<file path="config.mk">
export PLATFORM = sky130hd
export DESIGN_NAME = imu_status_and_id_registers
export DESIGN_NICKNAME = d
export VERILOG_FILES = /design/src/design/imu_status_and_id_registers.v
export VERILOG_INCLUDE_DIRS = /design/src /design/src/design
export SDC_FILE = /design/constraint.sdc
export NUM_CORES = 1
export LEC_CHECK = 0
export BUFFER_PORTS_ARGS = -buffer_cell sky130_fd_sc_hd__buf_4
export CORE_ASPECT_RATIO = 0.7
export CORE_MARGIN = 2
export CORE_UTILIZATION = 50
export DETAILED_ROUTE_END_ITERATION = 8
export GPL_TIMING_DRIVEN = 0
export PLACE_DENSITY_LB_ADDON = 0.1
export SETUP_SLACK_MARGIN = 0.3
export SLEW_MARGIN = 25
export SYNTH_ARGS = -nofsm -noshare
export SYNTH_HDL_FRONTEND = slang
export SYNTH_SLANG_ARGS = --single-unit
</file>
<file path="constraint.sdc">
create_clock -name hclk -period 5.1 [get_ports hclk]
set_input_delay 0.51 -clock hclk [delete_from_list [all_inputs] [get_ports hclk]]
set_output_delay 0.51 -clock hclk [all_outputs]
set_load 0.02 [all_outputs]
</file>
<file path="src/design/imu_regs_map.vh">
// Register indices, field positions, reset values and timing for the status/ID bank.
// Assumes byte address = 4 * index, one register per 32-bit word, data in the low 16 bits.
`ifndef IMU_REGS_MAP_VH
`define IMU_REGS_MAP_VH

`define IDX_ERROR_FLAGS      8'h02
`define IDX_GYRO_X_LOW       8'h04
`define IDX_GYRO_X_HIGH      8'h06
`define IDX_GYRO_Y_LOW       8'h08
`define IDX_GYRO_Y_HIGH      8'h0A
`define IDX_GYRO_Z_LOW       8'h0C
`define IDX_GYRO_Z_HIGH      8'h0E
`define IDX_MISC_IO_CONTROL  8'h60
`define IDX_BIAS_PERIOD      8'h66
`define IDX_GLOBAL_COMMAND   8'h68
`define IDX_FIRMWARE_REV     8'h6C
`define IDX_FIRMWARE_DM      8'h6E
`define IDX_FIRMWARE_YEAR    8'h70
`define IDX_DEVICE_NUMBER    8'h72
`define IDX_UNIT_SERIAL      8'h74
`define IDX_SCRATCH_ONE      8'h76
`define IDX_SCRATCH_TWO      8'h78
`define IDX_SCRATCH_THREE    8'h7A
`define IDX_FLASH_WR_LOWER   8'h7C
`define IDX_FLASH_WR_UPPER   8'h7E
`define IDX_IRQ_STATUS       8'h80
`define IDX_IRQ_MASK         8'h81

`define RST_BIAS_PERIOD      16'h070A
`define RST_MISC_IO_CONTROL  16'h00C1
`define RST_ZERO16           16'h0000

`define FLAG_CLOCK_ERR       7
`define FLAG_FLASH_TEST      6
`define FLAG_SELF_TEST       5
`define FLAG_STANDBY         4
`define FLAG_SPI_ERR         3
`define FLAG_FLASH_UPDATE    2
`define FLAG_OVERRUN         1
`define FLAG_MASK            16'h00FE

`define CMD_SOFT_RESET       7
`define CMD_FLASH_TEST       4
`define CMD_FLASH_UPDATE     3
`define CMD_SELF_TEST        2

`define SYNC_MODE_MSB        4
`define SYNC_MODE_LSB        2
`define SYNC_MODE_SCALED     3'h2

`define SCALE_125            8'hA0
`define SCALE_500            8'h28
`define SCALE_2000           8'h0A
`define RANGE_125            2'h0
`define RANGE_500            2'h1

`define SPI_WORD_MASK        4'hF
`define SUPPLY_HOLD_MS       250
`define CLK_KHZ              25000

`endif

</file>
<file path="src/design/imu_status_and_id_registers.v">
// Status/error flags, identification, scratch and flash-count registers of the IMU,
// reached over AHB-Lite. Assumes the sensor datapath, flash engine and self test
// report on hclk, and that the SPI pins and supply comparator arrive asynchronously.
//
// Notes on behaviour
// - Clock error flag bit 7 when sample clock unlocked, only in scaled sync mode.
// - Flash test failure, started by command bit 4, sets flag bit 6.
// - Self test, started by command bit 2, sets flag bit 5 on any sensor failure.
// - Supply below 2.8 V sets bit 4, halts; 250 ms good supply reinitialises.
// - SPI frame whose clock count is not a multiple of 16 sets bit 3.
// - Failed flash update, started by command bit 3, sets flag bit 2.
// - Datapath overrun sets bit 1; reset pin or command bit 7 clears it.
// - Reading the flag register returns its contents, then clears all flags.
// - Flags stay set until read; a persisting condition sets them again.
// - Each gyro axis is a 32-bit twos complement value in high and low words.
// - Gyro high-word scale is 160, 40 or 10 LSB per deg/s by range model.
// - Bias estimation period register is read/write, reset value 0x070A.
// - Firmware revision, date, device number and serial number are read-only.
// - Three freely writable scratch registers.
// - Flash write count is kept as 32 bits, read as lower and upper words.
// - Gyro high word is twos complement, zero rate reads 0x0000, LSB is 1/scale.
//
// Register access over AHB-Lite was left to the implementer.
`timescale 1ns/1ps
`include "imu_regs_map.vh"

module imu_status_and_id_registers #(
    parameter [31:0] SUPPLY_HOLD_CYCLES = `SUPPLY_HOLD_MS * `CLK_KHZ,
    parameter [1:0]  RANGE_MODEL        = `RANGE_125,
    parameter [15:0] FIRMWARE_REV       = 16'h0100, // Arbitrary value
    parameter [15:0] FIRMWARE_DM        = 16'h0101, // Arbitrary value
    parameter [15:0] FIRMWARE_YEAR      = 16'h2000, // Arbitrary value
    parameter [15:0] DEVICE_NUMBER      = 16'h1234, // Arbitrary value
    parameter [15:0] UNIT_SERIAL        = 16'h0001  // Arbitrary value
) (
    input  wire        hclk,
    input  wire        hresetn,
    input  wire        hsel,
    input  wire [31:0] haddr,
    input  wire [1:0]  htrans,
    input  wire        hwrite,
    input  wire [2:0]  hsize,
    input  wire [31:0] hwdata,
    input  wire        hready,
    output reg  [31:0] hrdata,
    output wire        hreadyout,
    output wire        hresp,
    output wire        irq,
    input  wire        spi_sclk,
    input  wire        spi_cs_n,
    input  wire        supply_low,
    input  wire        sample_clock_unlocked,
    input  wire        flash_test_done,
    input  wire        flash_test_fail,
    input  wire        self_test_done,
    input  wire        self_test_fail,
    input  wire        flash_update_done,
    input  wire        flash_update_fail,
    input  wire        datapath_overrun,
    input  wire        gyro_valid,
    input  wire [31:0] gyro_x,
    input  wire [31:0] gyro_y,
    input  wire [31:0] gyro_z,
    output reg         start_flash_test,
    output reg         start_flash_update,
    output reg         start_self_test,
    output reg         soft_reset,
    output reg         halt_processing,
    output reg         reinit,
    output reg  [7:0]  gyro_scale,
    output reg  [15:0] bias_period
);

    function [15:0] pick_word;
        input [31:0] v;
        input        hi;
        begin
            pick_word = hi ? v[31:16] : v[15:0];
        end
    endfunction

    // Single-cycle slave: never stalls, always OKAY
    assign hreadyout = 1'b1;
    assign hresp     = 1'b0;

    reg        wr_pend_q;
    reg [7:0]  wr_idx_q;
    reg [15:0] flags_q;
    reg [15:0] irq_status_q;
    reg [15:0] irq_mask_q;
    reg [15:0] misc_io_q;
    reg [15:0] scratch_one_q;
    reg [15:0] scratch_two_q;
    reg [15:0] scratch_three_q;
    reg [31:0] flash_writes_q;
    reg [31:0] gyro_x_q;
    reg [31:0] gyro_y_q;
    reg [31:0] gyro_z_q;

    wire       take     = hsel && htrans[1] && hready;
    wire [7:0] a_idx    = haddr[9:2];
    wire       rd_take  = take && !hwrite;
    wire       wr_data  = wr_pend_q && hready;
    wire       flag_rd  = rd_take && (a_idx == `IDX_ERROR_FLAGS);

    // Pin synchronisers; first stages are read only by the second
    reg [2:0] sclk_sync_q;
    reg [2:0] cs_sync_q;
    reg [1:0] supply_sync_q;
    always @(posedge hclk or negedge hresetn) begin
        if (!hresetn) begin
            sclk_sync_q   <= 3'h0;
            cs_sync_q     <= 3'h7;
            supply_sync_q <= 2'h0;
        end else begin
            sclk_sync_q   <= {sclk_sync_q[1:0], spi_sclk};
            cs_sync_q     <= {cs_sync_q[1:0], spi_cs_n};
            supply_sync_q <= {supply_sync_q[0], supply_low};
        end
    end
    wire sclk_rise = sclk_sync_q[1] && !sclk_sync_q[2];
    wire cs_active = !cs_sync_q[1];
    wire cs_end    = cs_sync_q[1] && !cs_sync_q[2];
    wire low_s     = supply_sync_q[1];

    // SPI frame clock counter; only the residue modulo 16 matters
    reg [3:0] sclk_cnt_q;
    always @(posedge hclk or negedge hresetn) begin
        if (!hresetn)
            sclk_cnt_q <= 4'h0;
        else if (cs_end)
            sclk_cnt_q <= 4'h0;
        else if (cs_active && sclk_rise)
            sclk_cnt_q <= sclk_cnt_q + 4'h1;
    end
    wire spi_err = cs_end && ((sclk_cnt_q & `SPI_WORD_MASK) != 4'h0);

    // Supply supervision: halt while low, then hold off for the good-supply period
    reg [31:0] hold_cnt_q;
    always @(posedge hclk or negedge hresetn) begin
        if (!hresetn) begin
            hold_cnt_q      <= 32'h0;
            halt_processing <= 1'b0;
            reinit          <= 1'b0;
        end else begin
            reinit <= 1'b0;
            if (low_s) begin
                halt_processing <= 1'b1;
                hold_cnt_q      <= 32'h0;
            end else if (halt_processing) begin
                if (hold_cnt_q >= SUPPLY_HOLD_CYCLES - 32'h1) begin
                    halt_processing <= 1'b0;
                    reinit          <= 1'b1;
                    hold_cnt_q      <= 32'h0;
                end else begin
                    hold_cnt_q <= hold_cnt_q + 32'h1;
                end
            end
        end
    end

    // Conditions feeding the sticky flags
    wire scaled_mode = misc_io_q[`SYNC_MODE_MSB:`SYNC_MODE_LSB] == `SYNC_MODE_SCALED;
    reg [15:0] events;
    always @* begin
        events = 16'h0000;
        events[`FLAG_CLOCK_ERR]    = sample_clock_unlocked && scaled_mode;
        events[`FLAG_FLASH_TEST]   = flash_test_done && flash_test_fail;
        events[`FLAG_SELF_TEST]    = self_test_done && self_test_fail;
        events[`FLAG_STANDBY]      = low_s;
        events[`FLAG_SPI_ERR]      = spi_err;
        events[`FLAG_FLASH_UPDATE] = flash_update_done && flash_update_fail;
        events[`FLAG_OVERRUN]      = datapath_overrun;
    end

    wire cmd_wr = wr_data && (wr_idx_q == `IDX_GLOBAL_COMMAND);

    // Sticky flags: a new event beats the read clear so nothing is lost
    always @(posedge hclk or negedge hresetn) begin
        if (!hresetn)
            flags_q <= `RST_ZERO16;
        else if (cmd_wr && hwdata[`CMD_SOFT_RESET])
            flags_q <= events & `FLAG_MASK;
        else if (flag_rd)
            flags_q <= events & `FLAG_MASK;
        else
            flags_q <= (flags_q | events) & `FLAG_MASK;
    end

    // Interrupt status: write one to clear, set wins over clear
    always @(posedge hclk or negedge hresetn) begin
        if (!hresetn)
            irq_status_q <= `RST_ZERO16;
        else if (wr_data && (wr_idx_q == `IDX_IRQ_STATUS))
            irq_status_q <= ((irq_status_q & ~hwdata[15:0]) | events) & `FLAG_MASK;
        else
            irq_status_q <= (irq_status_q | events) & `FLAG_MASK;
    end
    assign irq = |(irq_status_q & irq_mask_q);

    // Global command pulses, one cycle each
    always @(posedge hclk or negedge hresetn) begin
        if (!hresetn) begin
            start_flash_test   <= 1'b0;
            start_flash_update <= 1'b0;
            start_self_test    <= 1'b0;
            soft_reset         <= 1'b0;
        end else begin
            start_flash_test   <= cmd_wr && hwdata[`CMD_FLASH_TEST];
            start_flash_update <= cmd_wr && hwdata[`CMD_FLASH_UPDATE];
            start_self_test    <= cmd_wr && hwdata[`CMD_SELF_TEST];
            soft_reset         <= cmd_wr && hwdata[`CMD_SOFT_RESET];
        end
    end

    // Writable registers; write data arrives in the data phase
    always @(posedge hclk or negedge hresetn) begin
        if (!hresetn) begin
            wr_pend_q       <= 1'b0;
            wr_idx_q        <= 8'h00;
            bias_period     <= `RST_BIAS_PERIOD;
            misc_io_q       <= `RST_MISC_IO_CONTROL;
            scratch_one_q   <= `RST_ZERO16;
            scratch_two_q   <= `RST_ZERO16;
            scratch_three_q <= `RST_ZERO16;
            irq_mask_q      <= `RST_ZERO16;
        end else begin
            if (hready) begin
                wr_pend_q <= take && hwrite;
                wr_idx_q  <= a_idx;
            end
            if (wr_data) begin
                case (wr_idx_q)
                    `IDX_BIAS_PERIOD:     bias_period     <= hwdata[15:0];
                    `IDX_MISC_IO_CONTROL: misc_io_q       <= hwdata[15:0];
                    `IDX_SCRATCH_ONE:     scratch_one_q   <= hwdata[15:0];
                    `IDX_SCRATCH_TWO:     scratch_two_q   <= hwdata[15:0];
                    `IDX_SCRATCH_THREE:   scratch_three_q <= hwdata[15:0];
                    `IDX_IRQ_MASK:        irq_mask_q      <= hwdata[15:0] & `FLAG_MASK;
                    default: ;
                endcase
            end
        end
    end

    // Flash write cycles counted on every completed update attempt
    always @(posedge hclk or negedge hresetn) begin
        if (!hresetn)
            flash_writes_q <= 32'h0;
        else if (flash_update_done)
            flash_writes_q <= flash_writes_q + 32'h1;
    end

    // Gyro words captured together so high and low always belong to one sample
    always @(posedge hclk or negedge hresetn) begin
        if (!hresetn) begin
            gyro_x_q <= 32'h0;
            gyro_y_q <= 32'h0;
            gyro_z_q <= 32'h0;
        end else if (gyro_valid) begin
            gyro_x_q <= gyro_x;
            gyro_y_q <= gyro_y;
            gyro_z_q <= gyro_z;
        end
    end

    always @(posedge hclk or negedge hresetn) begin
        if (!hresetn)
            gyro_scale <= 8'h00;
        else if (RANGE_MODEL == `RANGE_125)
            gyro_scale <= `SCALE_125;
        else if (RANGE_MODEL == `RANGE_500)
            gyro_scale <= `SCALE_500;
        else
            gyro_scale <= `SCALE_2000;
    end

    // Read data registered at the address phase, valid in the data phase
    reg [15:0] rd_word;
    always @* begin
        rd_word = 16'h0000;
        case (a_idx)
            `IDX_ERROR_FLAGS:     rd_word = flags_q & `FLAG_MASK;
            `IDX_GYRO_X_LOW:      rd_word = pick_word(gyro_x_q, 1'b0);
            `IDX_GYRO_X_HIGH:     rd_word = pick_word(gyro_x_q, 1'b1);
            `IDX_GYRO_Y_LOW:      rd_word = pick_word(gyro_y_q, 1'b0);
            `IDX_GYRO_Y_HIGH:     rd_word = pick_word(gyro_y_q, 1'b1);
            `IDX_GYRO_Z_LOW:      rd_word = pick_word(gyro_z_q, 1'b0);
            `IDX_GYRO_Z_HIGH:     rd_word = pick_word(gyro_z_q, 1'b1);
            `IDX_MISC_IO_CONTROL: rd_word = misc_io_q;
            `IDX_BIAS_PERIOD:     rd_word = bias_period;
            `IDX_FIRMWARE_REV:    rd_word = FIRMWARE_REV;
            `IDX_FIRMWARE_DM:     rd_word = FIRMWARE_DM;
            `IDX_FIRMWARE_YEAR:   rd_word = FIRMWARE_YEAR;
            `IDX_DEVICE_NUMBER:   rd_word = DEVICE_NUMBER;
            `IDX_UNIT_SERIAL:     rd_word = UNIT_SERIAL;
            `IDX_SCRATCH_ONE:     rd_word = scratch_one_q;
            `IDX_SCRATCH_TWO:     rd_word = scratch_two_q;
            `IDX_SCRATCH_THREE:   rd_word = scratch_three_q;
            `IDX_FLASH_WR_LOWER:  rd_word = pick_word(flash_writes_q, 1'b0);
            `IDX_FLASH_WR_UPPER:  rd_word = pick_word(flash_writes_q, 1'b1);
            `IDX_IRQ_STATUS:      rd_word = irq_status_q;
            `IDX_IRQ_MASK:        rd_word = irq_mask_q;
            default:              rd_word = 16'h0000;
        endcase
    end

    always @(posedge hclk or negedge hresetn) begin
        if (!hresetn)
            hrdata <= 32'h0;
        else if (rd_take)
            hrdata <= {16'h0000, rd_word};
    end

endmodule // imu_status_and_id_registers

</file>
# Yosys cells after proc, flatten, opt, wreduce, memory -nomap -nowiden
# Cells that the tools add are included.
[word_totals]
regBits = 307
output_inout_bits = 65
[op_classes]
addsub = 3
order_cmp = 1
n_eq_ne = 30
n_mux = 15
n_bitwise = 6
n_reduce_logical = 34
[ops]
columns = ["op", "n"]
rows = [
  ["$pmux 16 s21", 1],
  ["$eq 8x7->1 const B", 18],
  ["$mux 32", 3],
  ["$add 32x1->32 const B", 2],
  ["$eq 8x4->1 const B", 4],
  ["$eq 8x8->1 const B", 4],
  ["$ge 32x23->1 const B", 1],
  ["$mux 8", 3],
  ["$or 8x8->8", 3],
  ["$logic_and 1x1->1", 20],
  ["$and 8x8->8", 2],
  ["$eq 8x3->1 const B", 2],
  ["$reduce_or 16->1", 1],
  ["$reduce_and 2->1", 6],
  ["$eq 8x2->1 const B", 1],
  ["$mux 4", 2],
  ["$not 8->8", 1],
  ["$mux 1", 6],
  ["$add 4x1->4 const B", 1],
  ["$logic_not 1->1", 4],
  ["$reduce_bool 2->1", 2],
  ["$reduce_bool 4->1", 1],
  ["$eq 3x2->1 const B", 1],
]

# Longest topological paths before layout
# Gate-level depths: netlist (run 1).
[logic_depth]
ltp_word = 6
ltp_mapped = 8
mapped_depth_nobuf = 6

# Worst setup path after synthesis (run 1)
# Ideal clock, no wire load.
[synth_timing]
kind = "input-to-reg"
from = "input port haddr[4]"
to = "register hrdata[0]"
setup_ps = 132
arrival_ps = 1916
required_time_ps = 4968
path_slack_ps = 3052
cell_stages = 7
path_buffers = 2
path_cell_list = "buf_2 -> buf_1 -> mux2i_1 -> nor2_1 -> a221o_1 -> a2111oi_0 -> nor2_1"
[synth_between]
elab_chain_cells = 2
[synth_lines]
columns = ["element", "line_no", "rtl"]
rows = [
  ["start, declared", "imu_status_and_id_registers.v:39", "input wire [31:0] haddr,"],
  ["$eq 8x8->1 (tied with other cells)", "imu_status_and_id_registers.v:282", "case (a_idx)"],
  ["$pmux 16 s21 (*)", "imu_status_and_id_registers.v:282", ""],
  ["end signal, assigned", "imu_status_and_id_registers.v:312", "hrdata <= {16'h0000, rd_word};"],
  ["end, declared", "imu_status_and_id_registers.v:45", "output reg [31:0] hrdata,"],
]
# Every way passes the cells marked *; elsewhere a longest branch is shown, timed or not.
# A chain may end at the register's enable or synchronous reset.

# Worst setup path in the final report (run 1)
[layout_timing]
from = "input port haddr[4]"
to = "register hrdata[3]"
# The elaborated chain is that of the path after synthesis.

==> results of run 1 <==
==> final cells by class <==
type | count | area (um2)
well taps | 371 | 464
fillers | 2322 | 10700
diodes | 2 | 5.00
plain buffers | 96 | 493
clock inverters | 7 | 87.6
repair buffers | 178 | 1400
inverters | 13 | 48.8
flip-flops and latches | 305 | 7650
clock buffers | 46 | 870
multi-input cells | 830 | 6350
==> power by group through the flow <==
stage	sequential [uW]	clock [uW]	combinational (uW)
after floorplan	2730	0	322
after detailed placement	2750	0	648
after global placement	2750	0	627
final	2710	2210	656
after CTS	2710	2230	652
after global routing	2730	2330	705
==> layout by cell type (no fill, tap or decap), drive strengths merged, types with 10 or more instances in the layout <==
master,instances
xnor2,21
buf,231
nor2,45
xor2,13
nand3,50
a21o,10
nor3b,10
a31oi,29
nor3,24
inv,13
and2,19
a22o,13
nor2b,20
a21oi,31
conb,25
nand2b,12
mux2i,14
dfstp,11
o21ai,28
a22oi,48
nand4,23
clkbuf,88
nand2,56
and3,18
dfrtp,294
mux2,205
==> critical path: stages <==
cell and delay [ns]:
buf_2 0.18, buf_1 0.72, clkbuf_1 0.68, a31oi_1 0.28, a31oi_1 0.49, o32a_1 0.20
==> layer usage <==
layer	share of wire	wire, um	vias up	global-route usage
met2	0.42	19700	559	0.443
met4	0.032	1500	0	0.0915
met1	0.45	20900	5846	0.471
li1	-	-	4964	-
met3	0.096	4450	98	0.0663
met5	0	0	-	0
==> through the flow <==
step	power, uW	cell area, um2	utilization
2_1_floorplan	3050	14500	-
3_3_place_gp	3380	16300	0.580
3_5_place_dp	3400	16400	0.584
4_1_cts	5590	17400	0.618
5_1_grt	5760	17400	0.619
6_report	5580	17400	0.619
==> path summary, 6_finish.rpt <==
| kind | startpoint | end | depth (start not counted) |
|---|---|---|---|
| setup / recovery | haddr[4] | hrdata[3]$_DFFE_PN0P_ | 6 |
| hold / removal | spi_cs_n | cs_sync_q[0]$_DFF_PN1_ | 1 |
| setup reg to reg | wr_idx_q[5]$_DFFE_PN0P_ | scratch_three_q[10]$_DFFE_PN0P_ | 6 |
| hold reg to reg | sclk_sync_q[0]$_DFF_PN0_ | sclk_sync_q[1]$_DFF_PN0_ | 0 |
| max in group asynchronous | hresetn | hold_cnt_q[25]$_DFFE_PN0P_ | 4 |
| min in group asynchronous | hresetn | gyro_x_q[11]$_DFFE_PN0P_ | 2 |
==> sequential cells by signal, indices dropped and copies added, names as in the netlist, 2 cells and up <==
signal and flops:
flash_writes_q 32, gyro_x_q 32, gyro_y_q 32, gyro_z_q 32, hold_cnt_q 32, bias_period 16, hrdata 16, misc_io_q 16
scratch_one_q 16, scratch_three_q 16, scratch_two_q 16, wr_idx_q 8, flags_q 7, irq_mask_q 7, irq_status_q 7, sclk_cnt_q 4
cs_sync_q 3, sclk_sync_q 3, supply_sync_q 2
==> cells by family (layout without fill, tap and decap cells) <==
group                    count (synthesis)  after routing
AND/OR/NAND/NOR                        321            321
multiplexers                           219            219
XOR/XNOR                                34             34
adder cells (fa/ha/maj)                  4              4
other                                    2             27
buffers and inverters                  109            340
AO/OA/AOI/OAI                          227            227
flip-flops                             305            305
==> impl_metrics.toml, run 1 <==
[critical_path]
cp_max_fo = 10
r2r_slack_ns = 2.72
path_class = "in2reg"
worst_ep_arrival_time_ns = 3.07
worstPathRequired_ns = 5.60
cp-end-kind = "register"
start_kind = "primary input"

[global_route]
grt_use_total = 0.309
grt_pass1_wl_mm = 69.7
antenna_found_initial = 1
grt_max_degree = 94
grt_pass1_vias = 11300
grt_overflow = 0

[floorplanning]
die_y_um = 146
die-width_um = 207
ioPinCount = 247
coreArea_um2 = 28100
floorplan.initialDensity = 0.514
row_count = 51
die_area_um2 = 30200

[placement]
dp_slack_ns = 2.14
dp_hpwl_mm = 34.2
gp_congestion = 0.939
io_buffer_count = 173
dpl.cell_count = 1792

[sta]
postLayoutSetupSlackWorst_ns = 2.54
hold_viol = 0
worst_hold_slack_ns = 0.0505
fin_crit_sh = 0.503
fin_crit_ns = 2.56
max_freq_mhz = 390
skew_ns = 0.00952
setup_viol_count_final = 0
tns_ns = 0
rsz0062_at_grt = "false"
maxSlewViolCount = 0
tightest_slew_ns = 1.24
relSlewSlack = 0.165

[synthesis]
synth.yosys.seq_area_share = 0.530
async_flop_share = 1.00
yosysTopAreaCellShare = 0.510
synth-main-ff-cell = "dfrtp_1"
synth-edff-count = 0
avgSynthCellArea_um2 = 11.8
synth_top_cell_by_area = "dfrtp_1"
yosysMostFrequentCell = "dfrtp_1"
synthTopCellsByArea = "dfrtp_1 (51%), mux2_2 (16%), a22oi_1 (2.5%)"
synth-compound-area-share = 0.112
ys_types = 73
synth_top_family_by_area = "multiplexers"
synth_xor_area_frac = 0.0206
ys_warn_count = 0
synthSimpleGateAreaFrac = 0.125
yosys-top-cells-count = "dfrtp_1 (294), mux2_2 (205), nand2_1 (56), nand3_1 (49), a22oi_1 (48)"
synth-seq-cells = 305
syn_area_um2 = 14400
synth_mux_area_frac = 0.170
syn-instance-count = 1221
synth_fa_ha_area_frac = 0.00347

[clock_tree]
cts.hold.buffers_added = 1
clk_latency_ns = 0.57
cts_resized = 0
clkSinkCount = 305
tritoncts = "done"
cts_htree_levels = 1
cts_buffer_depth = 3
path_clk_slew_ns = 0.06
cts_setup_buffers = 0
clockRootBuffer = "clkbuf_16"
numCtsBuffers = 29

[power]
powerDensity_nw_per_um2 = 321
netSwitchingFraction = 0.258
cellInternalPower_uw = 4140
p_leak_uw = 0.00768
combPwrFrac = 0.118
ir_drop_mv = 0.238
clkPwrFrac = 0.396
p_seq_frac = 0.486
switchingPower_uw = 1440

[routing]
drt-vias-per-instance = 6.21
drc_errors = 0
vias = 11500
first_iter_violations = 1088
routedWlPerCell_um = 25.2
drt-total-wl_mm = 46.5
dr.pass1.iters = 5
detail-route-antenna-nets = 0

[run_status]
status = "finished clean"

[cells_and_area]
syn_to_final_growth_pct = 20.4
fin_nets = 1639
fin_cells = 1848
drive_above_1_share = 0.341

[worst_hold_path]
hold_path.class = "in2reg"

[run]
drv_cap = 0
No activity file was read; power rests on OpenSTA's default activity.
==> run 2: changes to the inputs <==
Clock period 5.1 ns to 2.1 ns, I/O delays scaled along.
==> run 2 against run 1 <==
Compared with the run above:
- via count increased by 8.0%
- final cell count rose by 11%
- global-route usage increased by 2.5 points
- final area increased by 17%
- register-to-register slack got worse by 2.5 ns
- critical endpoint is now scratch_three_q[4]$_DFFE_PN0P_
- largest power group unchanged
- critical path depth rose by 1
- total power grew to 2.6 times the previous value
- die area unchanged
- non-clock buffer count rose by 202
- hold slack gained 0.084 ns
- clock-buffer cell count up 6
- largest cell class unchanged
==> impl_metrics.toml, run 2 (synthesis gave the netlist of run 1 again) <==
[power]
netSwitchingFraction = 0.253
combPwrFrac = 0.135
clkPwrFrac = 0.408
powerDensity_nw_per_um2 = 710
cellInternalPower_uw = 10800
p_seq_frac = 0.457
total_power_uw = 14400
switchingPower_uw = 3650
p_leak_uw = 0.00892
ir_drop_mv = 0.625

[clock_tree]
clk_latency_ns = 0.58
cts_buffer_depth = 3
clockRootBuffer = "clkbuf_16"
tritoncts = "done"
path_clk_slew_ns = 0.06
clkSinkCount = 305
numCtsBuffers = 30
cts_htree_levels = 1

[sta]
tightest_slew_ns = 0.900
postLayoutSetupSlackWorst_ns = 0.171
worst_hold_slack_ns = 0.134
relSlewSlack = 0.400
rsz0062_at_grt = "true"
setup_viol_count_final = 0
fin_crit_ns = 1.93
tns_ns = 0
fin_crit_sh = 0.918
skew_ns = 0.0123
maxSlewViolCount = 0
hold_viol = 0
max_freq_mhz = 518

[floorplanning]
floorplan.initialDensity = 0.514
die_y_um = 146
coreArea_um2 = 28100
row_count = 51
ioPinCount = 247
die-width_um = 207
die_area_um2 = 30200

[placement]
gp_congestion = 0.938
dp_slack_ns = -0.781
io_buffer_count = 173
dp_hpwl_mm = 34.7

[routing]
dr_wl_met3_mm = 5.75
drt-total-wl_mm = 51.9
dr.max_layer_used = "met4"
drt-vias-per-instance = 6.03
drt-met1-wl_mm = 23.2
drc_errors = 0
detail-route-antenna-nets = 0
vias = 12400
dr.pass1.iters = 6
wl_met2_mm = 21.8
routedWlPerCell_um = 25.3
first_iter_violations = 1524

[critical_path]
path_class = "reg2reg"
reg2regPathDepth = 7
worst_ep_arrival_time_ns = 2.38
worstPathRequired_ns = 2.55
r2r_slack_ns = 0.17
r2r-start = "wr_idx_q[5]$_DFFE_PN0P_"
start_kind = "register"
cp-end-kind = "register"
cp_max_fo = 5
reg2reg_to = "scratch_three_q[4]$_DFFE_PN0P_"

[worst_hold_path]
hold_path.class = "in2reg"
worstHoldStart = "haddr[6]"
hold_end = "hrdata[4]$_DFFE_PN0P_"
hold_depth = 4

[cells_and_area]
num-fill-cells = 1989
fin_nets = 1842
syn_to_final_growth_pct = 40.7
drive_above_1_share = 0.417
final_common_cell = "dfrtp_1"
multi_input_area_um2 = 7060
regArea_um2 = 7660
layout_common_cells = "dfrtp_1 (281), buf_4 (258), mux2_2 (158)"

[global_route]
grt_pass1_vias = 12000
grt_use_total = 0.334
antenna_found_initial = 0
grt_max_degree = 91
grt_pass1_wl_mm = 75.1
grt_overflow = 0

[run]
drv_cap = 0

[run_status]
status = "finished clean"
run 2: cell types whose count changed in the layout (fill, tap and decap cells not counted), moves of 11 or more:
cell           delta
clkbuf_1         -21
mux2_4           +47
a21oi_1          -12
nand3_1          -12
clkbuf_2         +16
buf_4            +59
mux2_2           -47
buf_6            +15
nor3_1           -11
a21oi_2          +11
dlygate4sd3_1   +123
dfrtp_2          +13
dfrtp_1          -13
run 2: how the worst max path moves through the flow:
| stage | from | slack, ns | to |
|---|---|---|---|
| final | wr_idx_q[5]$_DFFE_PN0P_ | 0.17 | scratch_three_q[4]$_DFFE_PN0P_ |
| after global routing | wr_idx_q[5]$_DFFE_PN0P_ | 0.08 | scratch_three_q[4]$_DFFE_PN0P_ |
| after CTS | irq_mask_q[7]$_DFFE_PN0P_ | 0.16 | irq |
| after detailed placement | haddr[5] | -0.78 | hrdata[0]$_DFFE_PN0P_ |
| after global placement | hresetn | -2.01 | bias_period[13]$_DFFE_PN0P_ |
| after floorplan | wr_idx_q[5]$_DFFE_PN0P_ | 0.22 | scratch_three_q[10]$_DFFE_PN0P_ |
run 2: cell type report:
type,count,share of cell area
diodes,1,0.000123
plain buffers,96,0.0300
clock buffers,52,0.0485
clock inverters,4,0.00481
inverters,13,0.00265
multi-input cells,830,0.348
flip-flops and latches,305,0.377
well taps,371,0.0229
repair buffers,380,0.166
run 2: timing repair:
| item | in CTS | in global routing |
|---|---|---|
| resized for setup | 100 | 148 |
| hold endpoints to repair | 267 | 0 |
| hold buffers | 124 | 0 |
| gates cloned | 2 | 2 |
| buffers inserted | 42 | 31 |
| setup endpoints to repair | 141 | 125 |
| pin swaps | 18 | 42 |
run 2: per-layer routing:
layer / GRT usage / vias up
met5: 0 / -
li1: - / 5375
met4: 0.0674 / 0
met1: 0.509 / 6228
met3: 0.100 / 89
met2: 0.471 / 691
run 2: through the flow:
stage / utilization / instance area (um2) / cells
finish: 0.723 / 20300 / 2052
global route: 0.723 / 20300 / 2051
CTS: 0.694 / 19500 / 2017
detailed placement: 0.586 / 16500 / 1793
global placement: 0.582 / 16300 / 1788
floorplan: - / 14600 / 1244
run 2: power by group through the flow:
stage / clock [uW] / sequential [uW] / combinational (uW)
6_report: 5880 / 6590 / 1950
4_1_cts: 5910 / 6580 / 1820
2_1_floorplan: 0 / 6630 / 785
3_3_place_gp: 0 / 6660 / 1520
5_1_grt: 6170 / 6630 / 2080
3_5_place_dp: 0 / 6680 / 1570
run 2: worst max-delay path: stages (launching register included):
cell     delay (ns)
dfrtp_1        0.36
nand3_2        0.14
nor3b_4        0.25
nand3_2        0.16
nor4b_4        0.27
buf_6          0.17
buf_8          0.15
mux2_4         0.31
==> run 3: changes to the inputs <==
Settings changed: HOLD_SLACK_MARGIN from default to 0.15.
==> run 3 against run 2 <==
Compared with the run above:
- combinational power hardly changed
- clock skew is 0.00070 ns lower
- highest routed layer unchanged
- fmax is 0.41% lower
- final cell count stayed put
- global-route usage hardly changed
- critical path type unchanged
==> impl_metrics.toml, run 3 (synthesis gave the netlist of run 1 again) <==
[cells_and_area]
drive_above_1_share = 0.416
layout_common_cells = "dfrtp_1 (281), buf_4 (258), mux2_2 (173)"
regArea_um2 = 7660
multi_input_area_um2 = 7010
num-fill-cells = 1990
syn_to_final_growth_pct = 40.3
final_common_cell = "dfrtp_1"
fin_nets = 1843
antenna_cells = 0
final_util = 0.720
final_area_um2 = 20200
fin_cells = 2052

[power]
p_leak_uw = 0.00890
combPwrFrac = 0.135
powerDensity_nw_per_um2 = 712
ir_drop_mv = 0.644
total_power_uw = 14400
switchingPower_uw = 3640
p_seq_frac = 0.457
clkPwrFrac = 0.408
cellInternalPower_uw = 10800
netSwitchingFraction = 0.253

[sta]
maxSlewViolCount = 0
fin_crit_sh = 0.922
hold_viol = 0
rsz0062_at_grt = "true"
tightest_slew_ns = 0.883
setup_viol_count_final = 0
relSlewSlack = 0.411
worst_hold_slack_ns = 0.130
skew_ns = 0.0116
max_freq_mhz = 516
fin_crit_ns = 1.94

[global_route]
grt_overflow = 0
grt_max_degree = 91
grt_pass1_wl_mm = 75.1
antenna_found_initial = 1
grt_use_total = 0.334
grt_pass1_vias = 12000

[critical_path]
start_kind = "register"
cp-end-kind = "register"
path_class = "reg2reg"
cp_max_fo = 5
worst_ep_arrival_time_ns = 2.40
worstPathRequired_ns = 2.56

[placement]
dp_hpwl_mm = 34.7
gp_congestion = 0.938
io_buffer_count = 173
dpl.cell_count = 1793
place_area_um2 = 16500

[routing]
routedWlPerCell_um = 25.2
drt-vias-per-instance = 6.04
vias = 12400
dr.pass1.iters = 6
drt-total-wl_mm = 51.7
detail-route-antenna-nets = 0
drc_errors = 0
first_iter_violations = 1412

[clock_tree]
clockRootBuffer = "clkbuf_16"
path_clk_slew_ns = 0.06
clk_latency_ns = 0.58
tritoncts = "done"
cts_buffer_depth = 3
clkSinkCount = 305
cts_htree_levels = 1
numCtsBuffers = 30

[floorplanning]
die_y_um = 146
coreArea_um2 = 28100
ioPinCount = 247
die-width_um = 207
die_area_um2 = 30200
floorplan.initialDensity = 0.514
row_count = 51

[run_status]
status = "finished clean"

[worst_hold_path]
hold_path.class = "in2reg"

[run]
drv_cap = 0
run 3: cell types whose count changed in the layout (fill, tap and decap cells not counted):
cell / before / now
clkbuf_16: 33 / 32
buf_6: 16 / 14
mux2_2: 158 / 173
diode_2: 1 / 0
clkbuf_2: 17 / 18
mux2_4: 47 / 32
dlygate4sd3_1: 124 / 127
buf_2: 13 / 14
clkbuf_1: 29 / 28
run 3: per-stage QoR:
stage	setup TNS (ns)	setup WS [ns]
after global routing	0	0.0772
final	0	0.163
after global placement	-613.40	-2.01
after CTS	0	0.161
after detailed placement	-15.21	-0.781
after floorplan	0	0.222
run 3: worst paths after layout:
| path | cells after the start | to | slack (ns) | from |
|---|---|---|---|---|
| min in group asynchronous | 2 | gyro_z_q[3]$_DFFE_PN0P_ | 0.20 | hresetn |
| worst min register to register | 0 | supply_sync_q[1]$_DFF_PN0_ | 0.35 | supply_sync_q[0]$_DFF_PN0_ |
| worst min-delay path | 4 | hrdata[4]$_DFFE_PN0P_ | 0.13 | haddr[6] |
| max in group asynchronous | 4 | flash_writes_q[6]$_DFFE_PN0P_ | 0.64 | hresetn |
| worst max register to register | 7 | scratch_three_q[4]$_DFFE_PN0P_ | 0.16 | wr_idx_q[5]$_DFFE_PN0P_ |
| worst max-delay path | 7 | scratch_three_q[4]$_DFFE_PN0P_ | 0.16 | wr_idx_q[5]$_DFFE_PN0P_ |
run 3: layout make-up:
type / count / share of cell area
multi-input cells: 830 / 0.346
well taps: 371 / 0.0229
repair buffers: 381 / 0.166
clock inverters: 4 / 0.00482
plain buffers: 96 / 0.0301
flip-flops and latches: 305 / 0.379
inverters: 13 / 0.00266
clock buffers: 52 / 0.0487
run 3: power groups by stage:
stage / Sequential [uW] / Combinational [uW] / Clock [uW]
floorplan: 6630 / 785 / 0
global placement: 6660 / 1520 / 0
detailed placement: 6680 / 1570 / 0
CTS: 6580 / 1830 / 5910
global route: 6620 / 2080 / 6160
finish: 6590 / 1940 / 5880
run 3: timing repair:
item	4_1_cts	5_1_grt
gates cloned	2	1
hold buffers	127	0
pin swaps	18	39
buffers inserted	42	30
endpoints found under the setup margin	141	125
hold endpoints to repair	357	0
gates resized for setup	100	131
run 3: worst max-delay path: stages (launching register included):
cell     delay, ns
dfrtp_1       0.37
nand3_2       0.14
nor3b_4       0.25
nand3_2       0.16
nor4b_4       0.27
buf_6         0.17
buf_8         0.15
mux2_4        0.31
run 3: layer usage:
metal | share of wire | up-vias | track usage | wire (um)
met5 | 0 | - | 0 | 0
met2 | 0.42 | 754 | 0.470 | 21700
met4 | 0.023 | 0 | 0.0674 | 1180
met3 | 0.11 | 87 | 0.100 | 5940
li1 | - | 5380 | - | -
met1 | 0.44 | 6175 | 0.510 | 22900
